$ cat src/rtl/hsd_pkg.sv
/*
 * constants for the host serial port and converter command interpreter:
 * frame values, reply bytes, baud rates, register offsets, reset values.
 * assumes a single 100 MHz clock domain and 8N1 framing on the link.
 */
package hsd_pkg;
    // ------------------------------------------------------------------
    // message framing
    // ------------------------------------------------------------------
    localparam logic [7:0] CMD_LEN      = 8'h02; // converter command length
    localparam logic [7:0] CMD_ID       = 8'hE4; // converter command identifier
    localparam logic [7:0] CMD_SUB      = 8'h01; // first payload byte
    localparam logic [7:0] CONV_OFF     = 8'h00; // disable value
    localparam logic [7:0] CONV_ON      = 8'h01; // enable value
    localparam logic [7:0] RPL_LEN      = 8'h04; // reply length
    localparam logic [7:0] RPL_ID       = 8'hE0; // reply identifier
    localparam logic [7:0] RPL_B0       = 8'h00; // reply payload byte 0
    localparam logic [7:0] RES_OK       = 8'h00; // converter configured
    localparam logic [7:0] RES_FAIL     = 8'h01; // anything non-zero fails
    localparam logic [2:0] RPL_LAST     = 3'h7;  // index of reply checksum byte
    // ------------------------------------------------------------------
    // baud rates selectable by the rate pins
    // ------------------------------------------------------------------
    localparam int BAUD_2400   = 2400;
    localparam int BAUD_4800   = 4800;
    localparam int BAUD_9600   = 9600;
    localparam int BAUD_19200  = 19200;
    localparam int BAUD_38400  = 38400;
    localparam int BAUD_57600  = 57600;
    localparam int BAUD_115200 = 115200;
    localparam int CLK_HZ_DEF  = 100000000; // clock rate
    // ------------------------------------------------------------------
    // register map and reset values
    // ------------------------------------------------------------------
    localparam logic [3:0] REG_STATUS = 4'h0; // live state, read only
    localparam logic [3:0] REG_CONFIG = 4'h4; // bit0 converter fitted
    localparam logic [3:0] REG_COUNT  = 4'h8; // accepted / checksum failure counts
    localparam logic [3:0] REG_RESULT = 4'hC; // last result byte
    localparam logic [31:0] RST_CONFIG = 32'h0000_0000;
    localparam logic [7:0]  RST_RESULT = 8'h00;
    // parser states
    typedef enum logic [2:0] {
        ST_SYNC  = 3'b000,
        ST_LEN   = 3'b001,
        ST_ID    = 3'b010,
        ST_DATA  = 3'b011,
        ST_CHK   = 3'b100,
        ST_PROC  = 3'b101,
        ST_REPLY = 3'b110
    } hsd_state_t;
endpackage : hsd_pkg

$ cat src/rtl/hsd_top.sv
/*
 * module side of the host serial link: rate pins, flow control,
 * converter configuration command with its fixed reply, updater strap.
 * assumes the host keeps to 8N1 at the rate its pins select.
 */
// Added by the designer: the strobed register port and the register addresses.
// Behaviour
// - RTS follows flow control, held high while processing
// - accept converter command, length 02 id E4
// - reply length 04 id E0, 00 E4 01 result
// - result zero means success, else failure
// - updater pin at reset release selects updater
// - updater mode adds host driven clear to send
`timescale 1ns/100ps
module hsd_top
    import hsd_pkg::*;
#(
    parameter int         CLK_HZ    = CLK_HZ_DEF, // lower in simulation for short bits
    parameter logic [7:0] SYNC_BYTE = 8'hA4       // leading sync value
) (
    input  wire logic        CLK,
    input  wire logic        RESETN,
    input  wire logic        MODULE_SERIAL_IN,
    output logic             MODULE_SERIAL_OUT,
    input  wire logic        RATE_SELECT_LOW,
    input  wire logic        RATE_SELECT_MID,
    input  wire logic        RATE_SELECT_HIGH,
    output logic             RTS_N,
    input  wire logic        CTS_N,
    input  wire logic        UPDATER_ENTRY,
    output logic             UPDATER_MODE,
    output logic             CONVERTER_ENABLE,
    input  wire logic [3:0]  ADDR,
    input  wire logic [31:0] WDATA,
    input  wire logic        WR,
    input  wire logic        RD,
    output logic [31:0]      RDATA
);
    // ------------------------------------------------------------------
    // pin synchronisers
    // ------------------------------------------------------------------
    logic [5:0] meta_r;  // first stage, read only by second stage
    logic [5:0] sync_r;  // {boot, cts_n, high, mid, low, rx}

    // two flops on every pin before any logic sees it
    always_ff @(posedge CLK or negedge RESETN) begin
        if (!RESETN) begin
            meta_r <= 6'h21;
            sync_r <= 6'h21;
        end else begin
            meta_r <= {UPDATER_ENTRY, CTS_N, RATE_SELECT_HIGH,
                       RATE_SELECT_MID, RATE_SELECT_LOW, MODULE_SERIAL_IN};
            sync_r <= meta_r;
        end
    end

    // ------------------------------------------------------------------
    // rate decode
    // ------------------------------------------------------------------
    // pins only need to hold a level; any code is legal
    function automatic logic [15:0] rate_div(input logic [2:0] code);
        case (code) // {high, mid, low}
            3'b110:  rate_div = 16'(CLK_HZ / BAUD_2400);
            3'b000:  rate_div = 16'(CLK_HZ / BAUD_4800);
            3'b101:  rate_div = 16'(CLK_HZ / BAUD_9600);
            3'b010:  rate_div = 16'(CLK_HZ / BAUD_19200);
            3'b001:  rate_div = 16'(CLK_HZ / BAUD_38400);
            3'b100:  rate_div = 16'(CLK_HZ / BAUD_115200);
            default: rate_div = 16'(CLK_HZ / BAUD_57600);
        endcase
    endfunction : rate_div

    logic [15:0] div_r;  // clocks per bit

    // limitation: moving the pins mid-byte corrupts that byte
    always_ff @(posedge CLK or negedge RESETN) begin
        if (!RESETN) div_r <= 16'h0001;
        else         div_r <= rate_div(sync_r[3:1]);
    end

    // ------------------------------------------------------------------
    // updater strap
    // ------------------------------------------------------------------
    logic       captured_r;  // strap already taken
    logic [1:0] settle_r;    // edges since release, pin reaches sync_r at two

    // taken once, at the first edge synchronised data is valid after release
    always_ff @(posedge CLK or negedge RESETN) begin
        if (!RESETN) begin
            captured_r   <= 1'b0;
            settle_r     <= 2'h0;
            UPDATER_MODE <= 1'b0;
        end else if (settle_r != 2'h2) begin
            settle_r <= settle_r + 2'h1; // sync_r still shows its reset value
        end else if (!captured_r) begin
            captured_r   <= 1'b1;
            UPDATER_MODE <= sync_r[5];
        end
    end

    // ------------------------------------------------------------------
    // serial engine
    // ------------------------------------------------------------------
    logic       rx_valid;  // byte received
    logic [7:0] rx_byte;   // its value
    logic       tx_busy;   // transmitter occupied
    logic       tx_go;     // launch next reply byte
    logic [7:0] tx_byte;   // reply byte

    hsd_uart u_uart (
        .clk      (CLK),
        .rst_n    (RESETN),
        .div      (div_r),
        .rx_s     (sync_r[0]),
        .tx_go    (tx_go),
        .tx_byte  (tx_byte),
        .rx_valid (rx_valid),
        .rx_byte  (rx_byte),
        .tx_busy  (tx_busy),
        .tx_out   (MODULE_SERIAL_OUT)
    );

    // ------------------------------------------------------------------
    // frame parser
    // ------------------------------------------------------------------
    hsd_state_t state_r;    // parser state
    logic [7:0] len_r;      // payload length
    logic [7:0] id_r;       // message identifier
    logic [7:0] cnt_r;      // payload bytes taken
    logic [7:0] p0_r;       // payload byte 0
    logic [7:0] p1_r;       // payload byte 1
    logic [7:0] chk_r;      // running xor checksum
    logic [2:0] idx_r;      // reply byte index
    logic [7:0] result_r;   // last result byte
    logic       fitted_r;   // converter fitted, from software
    logic       is_cmd;     // frame is the converter command
    logic       chk_ok;     // checksum byte matches
    logic       accept;     // command taken
    logic       cts_hold;   // host blocks our transmit

    assign is_cmd   = (len_r == CMD_LEN) && (id_r == CMD_ID);
    assign chk_ok   = (rx_byte == chk_r);
    assign accept   = (state_r == ST_CHK) && rx_valid && chk_ok && is_cmd;
    assign cts_hold = UPDATER_MODE && sync_r[4];
    assign tx_go    = (state_r == ST_REPLY) && !tx_busy && !cts_hold;

    // reply byte table, checksum runs over everything before it
    always_comb begin
        case (idx_r)
            3'h0:    tx_byte = SYNC_BYTE;
            3'h1:    tx_byte = RPL_LEN;
            3'h2:    tx_byte = RPL_ID;
            3'h3:    tx_byte = RPL_B0;
            3'h4:    tx_byte = CMD_ID;
            3'h5:    tx_byte = CMD_SUB;
            3'h6:    tx_byte = result_r;
            default: tx_byte = chk_r;
        endcase
    end

    // one byte per pulse; frames of other identifiers pass silently
    always_ff @(posedge CLK or negedge RESETN) begin
        if (!RESETN) begin
            state_r <= ST_SYNC;
            len_r   <= 8'h00;
            id_r    <= 8'h00;
            cnt_r   <= 8'h00;
            p0_r    <= 8'h00;
            p1_r    <= 8'h00;
            chk_r   <= 8'h00;
            idx_r   <= 3'h0;
        end else begin
            case (state_r)
                ST_SYNC: if (rx_valid && rx_byte == SYNC_BYTE) begin
                    state_r <= ST_LEN;
                    chk_r   <= rx_byte;
                end
                ST_LEN: if (rx_valid) begin
                    len_r   <= rx_byte;
                    chk_r   <= chk_r ^ rx_byte;
                    state_r <= ST_ID;
                end
                ST_ID: if (rx_valid) begin
                    id_r    <= rx_byte;
                    chk_r   <= chk_r ^ rx_byte;
                    cnt_r   <= 8'h00;
                    state_r <= (len_r == 8'h00) ? ST_CHK : ST_DATA;
                end
                ST_DATA: if (rx_valid) begin
                    chk_r <= chk_r ^ rx_byte;
                    cnt_r <= cnt_r + 8'h01;
                    if (cnt_r == 8'h00) p0_r <= rx_byte;
                    if (cnt_r == 8'h01) p1_r <= rx_byte;
                    if (cnt_r == len_r - 8'h01) state_r <= ST_CHK;
                end
                ST_CHK: if (rx_valid) begin
                    state_r <= accept ? ST_PROC : ST_SYNC;
                end
                ST_PROC: begin // result settles here, reply starts next
                    state_r <= ST_REPLY;
                    idx_r   <= 3'h0;
                    chk_r   <= 8'h00;
                end
                ST_REPLY: if (tx_go) begin
                    chk_r <= chk_r ^ tx_byte;
                    idx_r <= idx_r + 3'h1;
                    if (idx_r == RPL_LAST) state_r <= ST_SYNC;
                end
                default: state_r <= ST_SYNC;
            endcase
        end
    end

    // ------------------------------------------------------------------
    // converter control and result
    // ------------------------------------------------------------------
    // failure when the value is unknown or enabling an absent converter
    always_ff @(posedge CLK or negedge RESETN) begin
        if (!RESETN) begin
            CONVERTER_ENABLE <= 1'b0;
            result_r         <= RST_RESULT;
        end else if (accept) begin
            if (p0_r == CMD_SUB && (p1_r == CONV_OFF || (p1_r == CONV_ON && fitted_r))) begin
                CONVERTER_ENABLE <= p1_r[0];
                result_r         <= RES_OK;
            end else begin
                result_r <= RES_FAIL;
            end
        end
    end

    // ------------------------------------------------------------------
    // flow control
    // ------------------------------------------------------------------
    // not ready while a message is worked on; host paces bytes on this
    always_ff @(posedge CLK or negedge RESETN) begin
        if (!RESETN) RTS_N <= 1'b1;
        else         RTS_N <= !captured_r || state_r == ST_PROC || state_r == ST_REPLY;
    end

    // ------------------------------------------------------------------
    // register port
    // ------------------------------------------------------------------
    logic [7:0] n_acc_r;  // commands accepted
    logic [7:0] n_bad_r;  // checksum failures

    // software writes the fitted flag; counters wrap
    always_ff @(posedge CLK or negedge RESETN) begin
        if (!RESETN) begin
            fitted_r <= RST_CONFIG[0];
            n_acc_r  <= 8'h00;
            n_bad_r  <= 8'h00;
        end else begin
            if (WR && ADDR == REG_CONFIG) fitted_r <= WDATA[0];
            if (accept) n_acc_r <= n_acc_r + 8'h01;
            if (state_r == ST_CHK && rx_valid && !chk_ok) n_bad_r <= n_bad_r + 8'h01;
        end
    end

    // read data only in the cycle after the strobe, zero elsewhere
    always_ff @(posedge CLK or negedge RESETN) begin
        if (!RESETN) RDATA <= 32'h0000_0000;
        else if (!RD) RDATA <= 32'h0000_0000;
        else begin
            case (ADDR)
                REG_STATUS: RDATA <= {25'h0, sync_r[3:1], RTS_N, sync_r[4],
                                      UPDATER_MODE, CONVERTER_ENABLE};
                REG_CONFIG: RDATA <= {31'h0, fitted_r};
                REG_COUNT:  RDATA <= {16'h0, n_bad_r, n_acc_r};
                REG_RESULT: RDATA <= {24'h0, result_r};
                default:    RDATA <= 32'h0000_0000;
            endcase
        end
    end

    // ------------------------------------------------------------------
    // assertions
    // ------------------------------------------------------------------
    AST_RTS_BUSY: assert property (@(posedge CLK) disable iff (!RESETN)
        accept |=> ##1 RTS_N [*2]) else $error("rts not held during processing");
    AST_CONV_SET: assert property (@(posedge CLK) disable iff (!RESETN)
        (accept && p0_r == CMD_SUB && p1_r == CONV_OFF) |=> !CONVERTER_ENABLE)
        else $error("converter not disabled");
    AST_REPLY_HDR: assert property (@(posedge CLK) disable iff (!RESETN)
        (tx_go && idx_r == 3'h1) |-> tx_byte == RPL_LEN && $past(state_r, 1) == ST_REPLY)
        else $error("reply length wrong");
    AST_RESULT: assert property (@(posedge CLK) disable iff (!RESETN)
        (accept && p1_r > CONV_ON) |=> result_r != RES_OK) else $error("bad value passed");
    AST_STRAP: assert property (@(posedge CLK) disable iff (!RESETN)
        $rose(captured_r) |-> UPDATER_MODE == $past(sync_r[5])) else $error("strap lost");
    AST_CTS_GATE: assert property (@(posedge CLK) disable iff (!RESETN)
        (UPDATER_MODE && sync_r[4] && !tx_busy) |=> !tx_busy) else $error("sent against cts");
    AST_SYNC_LEAD: assert property (@(posedge CLK) disable iff (!RESETN)
        $rose(state_r == ST_REPLY) |-> ##[0:2] (tx_go && tx_byte == SYNC_BYTE)
        or sync_r[4]) else $error("reply without sync");
    AST_BAD_CHK: assert property (@(posedge CLK) disable iff (!RESETN)
        (state_r == ST_CHK && rx_valid && !chk_ok) |=> state_r == ST_SYNC)
        else $error("bad checksum answered");
endmodule : hsd_top

$ cat src/rtl/hsd_uart.sv
/*
 * 8N1 receiver and transmitter with a run-time bit divisor.
 * assumes rx_s is already synchronised to clk; tx_go only while idle.
 */
`timescale 1ns/100ps
module hsd_uart (
    input  wire logic        clk,      // system clock
    input  wire logic        rst_n,    // async reset, active low
    input  wire logic [15:0] div,      // clocks per bit
    input  wire logic        rx_s,     // synchronised serial input
    input  wire logic        tx_go,    // start a byte
    input  wire logic [7:0]  tx_byte,  // byte to send
    output logic             rx_valid, // one-cycle byte pulse
    output logic [7:0]       rx_byte,  // received byte
    output logic             tx_busy,  // transmitter occupied
    output logic             tx_out    // serial output, from a flop
);
    // ------------------------------------------------------------------
    // receiver
    // ------------------------------------------------------------------
    logic [15:0] rcnt_r;   // bit timer
    logic [3:0]  rbit_r;   // bit index, 0 = start
    logic        ract_r;   // frame in progress
    logic [7:0]  rsh_r;    // shift register

    // sample in mid-bit; a false start is dropped at its centre
    always_ff @(posedge clk or negedge rst_n) begin
        if (!rst_n) begin
            rcnt_r   <= 16'h0000;
            rbit_r   <= 4'h0;
            ract_r   <= 1'b0;
            rsh_r    <= 8'h00;
            rx_valid <= 1'b0;
            rx_byte  <= 8'h00;
        end else begin
            rx_valid <= 1'b0;
            if (!ract_r) begin
                if (!rx_s) begin // start edge
                    ract_r <= 1'b1;
                    rbit_r <= 4'h0;
                    rcnt_r <= {1'b0, div[15:1]};
                end
            end else if (rcnt_r != 16'h0000) begin
                rcnt_r <= rcnt_r - 16'h0001;
            end else begin
                rcnt_r <= div - 16'h0001;
                rbit_r <= rbit_r + 4'h1;
                if (rbit_r == 4'h0 && rx_s) begin
                    ract_r <= 1'b0; // glitch, not a start bit
                end else if (rbit_r == 4'h9) begin
                    ract_r   <= 1'b0;
                    rx_valid <= rx_s; // bad stop bit drops the byte
                    rx_byte  <= rsh_r;
                end else if (rbit_r != 4'h0) begin
                    rsh_r <= {rx_s, rsh_r[7:1]};
                end
            end
        end
    end

    // ------------------------------------------------------------------
    // transmitter
    // ------------------------------------------------------------------
    logic [15:0] tcnt_r;   // bit timer
    logic [3:0]  tbit_r;   // bits left
    logic [8:0]  tsh_r;    // data plus stop bit

    // lsb first, start bit driven straight away
    always_ff @(posedge clk or negedge rst_n) begin
        if (!rst_n) begin
            tcnt_r  <= 16'h0000;
            tbit_r  <= 4'h0;
            tsh_r   <= 9'h1FF;
            tx_out  <= 1'b1;
            tx_busy <= 1'b0;
        end else if (!tx_busy) begin
            if (tx_go) begin
                tx_busy <= 1'b1;
                tx_out  <= 1'b0;
                tsh_r   <= {1'b1, tx_byte};
                tbit_r  <= 4'h9;
                tcnt_r  <= div - 16'h0001;
            end
        end else if (tcnt_r != 16'h0000) begin
            tcnt_r <= tcnt_r - 16'h0001;
        end else if (tbit_r == 4'h0) begin
            tx_busy <= 1'b0; // stop bit done
        end else begin
            tx_out <= tsh_r[0];
            tsh_r  <= {1'b1, tsh_r[8:1]};
            tbit_r <= tbit_r - 4'h1;
            tcnt_r <= div - 16'h0001;
        end
    end
endmodule : hsd_uart

$ cat config.mk
export PLATFORM = sky130hd
export DESIGN_NAME = hsd_top
export DESIGN_NICKNAME = d
export VERILOG_FILES = /design/src/rtl/hsd_pkg.sv /design/src/rtl/hsd_top.sv /design/src/rtl/hsd_uart.sv
export SDC_FILE = /design/constraint.sdc
export NUM_CORES = 1
export LEC_CHECK = 0
export ABC_AREA = 1
export BUFFER_PORTS_ARGS = -buffer_cell sky130_fd_sc_hd__buf_2
export CAP_MARGIN = 20
export CORE_ASPECT_RATIO = 0.5
export CORE_UTILIZATION = 50
export CTS_CLUSTER_SIZE = 16
export DETAILED_ROUTE_END_ITERATION = 6
export PLACE_DENSITY = 0.75
export SETUP_SLACK_MARGIN = 0.5
export SYNTH_ARGS = -nofsm -noshare
export SYNTH_HDL_FRONTEND = slang
export SYNTH_SLANG_ARGS = --single-unit
$ cat constraint.sdc
create_clock -name CLK -period 1.93 [get_ports CLK]
set_clock_uncertainty 0.05 [all_clocks]
set_input_delay 0.2895 -clock CLK [delete_from_list [all_inputs] [get_ports CLK]]
set_output_delay 0.2895 -clock CLK [all_outputs]
set_load 0.01 [all_outputs]
* Yosys cells after proc, flatten, opt, wreduce, memory -nomap -nowiden
Cells that the tools add are included.
Word-level totals: flip-flop bits (word level) 214, bits in latches 0, memory bits (writable) 0, bits in read-only memories 0, input bits 46, output and inout bits 36, logic and storage cells 207, memories 0
Cells by class: add/sub/neg operators 11, multipliers 0, divide/modulo/power cells 0, $lt $le $gt $ge 0, eq/ne operators 45, shift operators 0, multiplexer cells 60, bitwise gates (word level) 7, reduce and logical (&&, ||, !) cells 52
Operator list (number):
- $mux W16 | 8
- $pmux W16 S6 | 1
- $pmux W16 S4 | 1
- $pmux W8 S7 | 1
- $sub A16 B1 Y16 const B | 3
- $mux W8 | 5
- $mux W9 | 4
- $mux W3 | 11
- $pmux W8 S4 | 1
- $reduce_bool A16 Y1 | 2
- $eq A3 B3 Y1 const B | 10
- $mux W4 | 7
- $add A8 B1 Y8 const B | 3
- $eq A8 B1 Y1 const B | 3
- $logic_not A8 Y1 | 3
- $pmux W3 S7 | 1
- $mux W1 | 18
- $eq A8 B8 Y1 | 2
- $eq A8 B8 Y1 const B | 2
- $ne A2 B2 Y1 const B | 8
- $pmux W8 S2 | 1
- $xor A8 B8 Y8 | 2
- $eq A3 B2 Y1 const B | 5
- $reduce_and A2 Y1 | 7
- 25 further kinds | 66

* Logic depth before layout (Yosys ltp)
word-level depth 7, depth in mapped cells 13, depth with buffers taken out 13

* Modules after synthesis
A second synthesis with hierarchy kept.
Second synthesis, totals: cells, all modules 1346, area total of the unflattened synthesis 10573.9 sq um
Modules (own cells, without submodules):
- hsd_top | instances 1, cells an instance 710, area an instance 6042.0 sq um, sequential area each 3035.4 sq um
- hsd_uart | instances 1, cells an instance 636, area an instance 4531.8 sq um, sequential area each 1712.9 sq um

* Worst setup path after synthesis
Ideal clock, no wire load.
kind reg2reg, start point register u_uart.rcnt_r[0], end point register u_uart.rx_byte[7], library setup time 0.117 ns, arrival time 1.696 ns, data required time 1.763 ns, setup slack 0.067 ns, cell stages (with the launch flop) 13, path buffers 2, period minus slack after synthesis 1.863 ns, path through dfrtp_1 > inv_1 > ha_1 > nand4_1 > nor2_4 > nand2_4 > inv_6 > nand2_4 > or2_1 > buf_6 > buf_8 > nand2_2 > o21ai_2
Between the ends: longest elaborated chain between the ends 3
RTL lines:
- from (decl) | line hsd_uart.sv:21 | logic [15:0] rcnt_r;
- from (signal assigned) | line hsd_uart.sv:41 | rcnt_r <= {1'b0, div[15:1]};
- from (signal assigned) | line hsd_uart.sv:44 | rcnt_r <= rcnt_r - 16'h0001;
- from (signal assigned) | line hsd_uart.sv:46 | rcnt_r <= div - 16'h0001;
- $reduce_bool A16 Y1 | line hsd_uart.sv:43 | end else if (rcnt_r != 16'h0000) begin
- $not A1 Y1 (no line)
- $reduce_and A4 Y1 (no line)
- to (signal assigned) | line hsd_uart.sv:53 | rx_byte <= rsh_r;
- to (decl) | line hsd_uart.sv:14 | output logic [7:0] rx_byte,
No other way between the ends. A chain may end at the register's enable or synchronous reset.

* Final worst setup path
start point register u_uart.rcnt_r[0], end point register u_uart.rcnt_r[0]
Between the ends: longest elaborated chain between the ends 3, elaborated cells between the ends (all ways) 4, those cells by class 1 x add/sub; 2 x mux; 1 x reduce/logical
RTL lines:
- $sub A16 B1 Y16 or $reduce_bool A16 Y1 (tied branches) | line hsd_uart.sv:44, hsd_uart.sv:43
- $mux W16 * | line hsd_uart.sv:43
- $mux W16 * | line hsd_uart.sv:37 | if (!ract_r) begin
Every way passes the cells marked *; elsewhere a longest branch is shown, timed or not.

==> results.ini <==
[drt]
antenna_left=0
wirelength_um=36200
drt_iter0_drc=1103
drc=0
detail_route.vias_per_cell=5.92
wl_per_cell_um=20.9
vias=10200
drt_first_pass_iters=6

[critical_path]
crit_fanout=4
worstPathArrival_ps=2420
critPathSlowestCell=dfrtp_2
path_buf_inv=6
crit_top_cell=nor2_4
crit_type=reg2reg
required_ps=2230
cpPeakStageDelay_ps=480
cp-start-kind=register
critPathCaptureType=register
path_delay_family=buffers and inverters
path_cells=inv_4 -> ha_4 -> nand4_1 -> nor2_4 -> nand2_4 -> inv_6 -> buf_6 -> buf_6 -> nor2_4 -> inv_2 -> nor2_4 -> o22ai_2 -> inv_1

[power]
power_density_nw_per_um2=708
clkPwrFrac_pct=35.2
ir_drop_uv=630
switching_share_pct=33.3
power.switching_mw=3.45
totalPowerFinal_mw=10.3
power.leakage_nw=6.74
intPower_mw=6.90
pwr-share-seq_pct=43.4
combPwrFrac_pct=21.4

[timing]
final-setup-viol-count=32
relSlewSlack_pct=58.6
rsz0062_at_grt=true
holdWs_ps=31.6
tightest_slew_ps=621
period_minus_slack_ps=2120
fin_ws_ps=-192
clock.fmax_mhz=471
hold_violations=0
fin_crit_sh_pct=110
drv_slew=0

[synthesis]
yosys_warnings=0
ys_async_sr_fraction_pct=100
synth_seq_cells=189
yosysSeqAreaShare_pct=47.7
synth_area_um2=9960
synth-edff-count=0
yosysMostFrequentCell=nand2_1
synthFlopType=dfrtp_1
synth_cell_types=49
yosysTopAreaCell=dfrtp_1
synth_common_cells=nand2_1, dfrtp_1, inv_1
syn_avg_cell_area_um2=8.15
synth_top_area_share_pct=43.7
synth_cells=1222
synth_area_leaders=dfrtp_1, nand2_1, inv_1, o21ai_0, nand3_1

[clock_tree]
cts_num_sinks=189
numCtsBuffers=17
path_clk_slew_ps=90
clkLatencyLatePin_ps=470
cts_tree=yes
cts_root_buf=clkbuf_16
htree_levels=4
cts_max_path_buffers=2

[layout]
area_delta_synth_final_pct=46.7
diodes=0
nNetsFinal=1518
drive_above_1_share_pct=43.0

[place]
place_ws_ps=35.0
portBuffers=34
gp_congestion=0.907
dp_hpwl_um=17000

[run_status]
outcome=complete, but fails checks
violations=negative setup slack

[job]
maxCapViolations=0

[global_routing]
track_usage_pct=29.5
grt_max_degree=56
grt_pass1_wl_um=47000
antenna_found_initial=0
overflow=0
grt_pass1_vias=9249

[die]
die_height_um=102
die_w_um=202
ioPinCount=82
row_count=36
core-area_um2=19500
die-area_um2=20500
start_util_pct=51.1

[hold_path]
hold_class=in2reg

==> placed cells by master, fill, tap and decap left out, types with 22 or more instances in the layout <==
master     n
buf_2     31
buf_4    117
buf_6     42
dfrtp_1  156
inv_1    114
inv_2     26
nand2_1  215
nand2_2   62
nand2_4   35
nand3_1   53
nand3_2   24
nor2_1    63
nor2_4    36
o21ai_0   22
o21ai_1   40
o21ai_2   39
xor2_1    27
==> per-stage QoR <==
step	instances	TNS (ps)	util (%)	area (um2)
2_1_floorplan	1237	0	-	10300
3_3_place_gp	1544	0	55.9	10900
3_5_place_dp	1544	0	55.9	10900
4_1_cts	1675	0	67.7	13200
5_1_grt	1728	-2940	74.9	14600
6_report	1728	-1930	74.9	14600
==> final timing paths <==
| kind | slack (ps) | from | cells past startpoint | to |
|---|---|---|---|---|
| min in group asynchronous | 310 | RESETN | 2 | u_uart.rcnt_r[14] |
| worst min register to register | 300 | meta_r[4] | 0 | sync_r[4] |
| worst max-delay path | -190 | u_uart.rcnt_r[0] | 13 | u_uart.rcnt_r[0] |
| max in group asynchronous | 830 | RESETN | 3 | u_uart.tsh_r[1] |
| worst max register to register | -190 | u_uart.rcnt_r[0] | 13 | u_uart.rcnt_r[0] |
| worst min-delay path | 30 | WDATA[0] | 2 | fitted_r |
==> layer usage <==
metal / vias to the layer above / GRT usage [%] / wire (um)
met2: 610 / 49.3 / 17400
met3: 224 / 5.24 / 3000
met1: 4994 / 37.1 / 13600
met4: 0 / 16.2 / 2200
met5: - / 0 / 0
li1: 4408 / - / -
==> state kept, by name, summed over array words and instances (netlist names), 15 cells and up <==
name,cells
RDATA,16
div_r,15
u_uart.tcnt_r,16
u_uart.rcnt_r,16
==> final cells by class <==
cell class,instances,area [um2]
multi-input combinational,860,6100
fill,1110,4890
sequential,189,4770
timing repair buffer,221,2070
inverter,156,687
clock buffer,17,425
tap,266,333
clock inverter,15,154
timing repair inverter,4,65.1
==> logic make-up (layout without fill, tap and decap cells) <==
logic type | after synthesis | after routing | synth area share [%]
adders and majority gates | 23 | 23 | 2.89
other | 1 | 16 | 0.0377
and+or+nand+nor | 588 | 592 | 25.8
buffers and inverters | 192 | 413 | 8.43
muxes | 1 | 1 | 0.113
DFF | 189 | 189 | 47.7
AOI/OAI and AO/OA | 177 | 177 | 10.6
xor gates and xnor gates | 51 | 51 | 4.48
==> power by group through the flow <==
stage,combinational (mW),clock (mW),sequential (mW)
floorplan,0.879,0,4.42
global placement,1.22,0,4.46
detailed placement,1.24,0,4.46
CTS,1.49,3.55,4.40
global route,2.33,3.79,4.51
finish,2.21,3.64,4.49
==> timing repair <==
| item | CTS | global route |
|---|---|---|
| endpoints found under the hold margin | 50 | 0 |
| buffers inserted | 82 | 49 |
| gates cloned | 10 | 4 |
| setup endpoints to repair | 137 | 141 |
| resized for setup | 238 | 271 |
| hold buffers | 7 | 0 |
| pin swaps | 101 | 104 |
==> worst reg2reg max path, cell delays in order, from the launching register on <==
cell     delay (ps)
dfrtp_2         480
inv_4           100
ha_4            150
nand4_1         140
nor2_4          170
nand2_4          80
inv_6            80
buf_6            90
buf_6           120
nor2_4           60
inv_2           110
nor2_4           40
o22ai_2         250
inv_1            80
(Power assumes the default switching activity.)
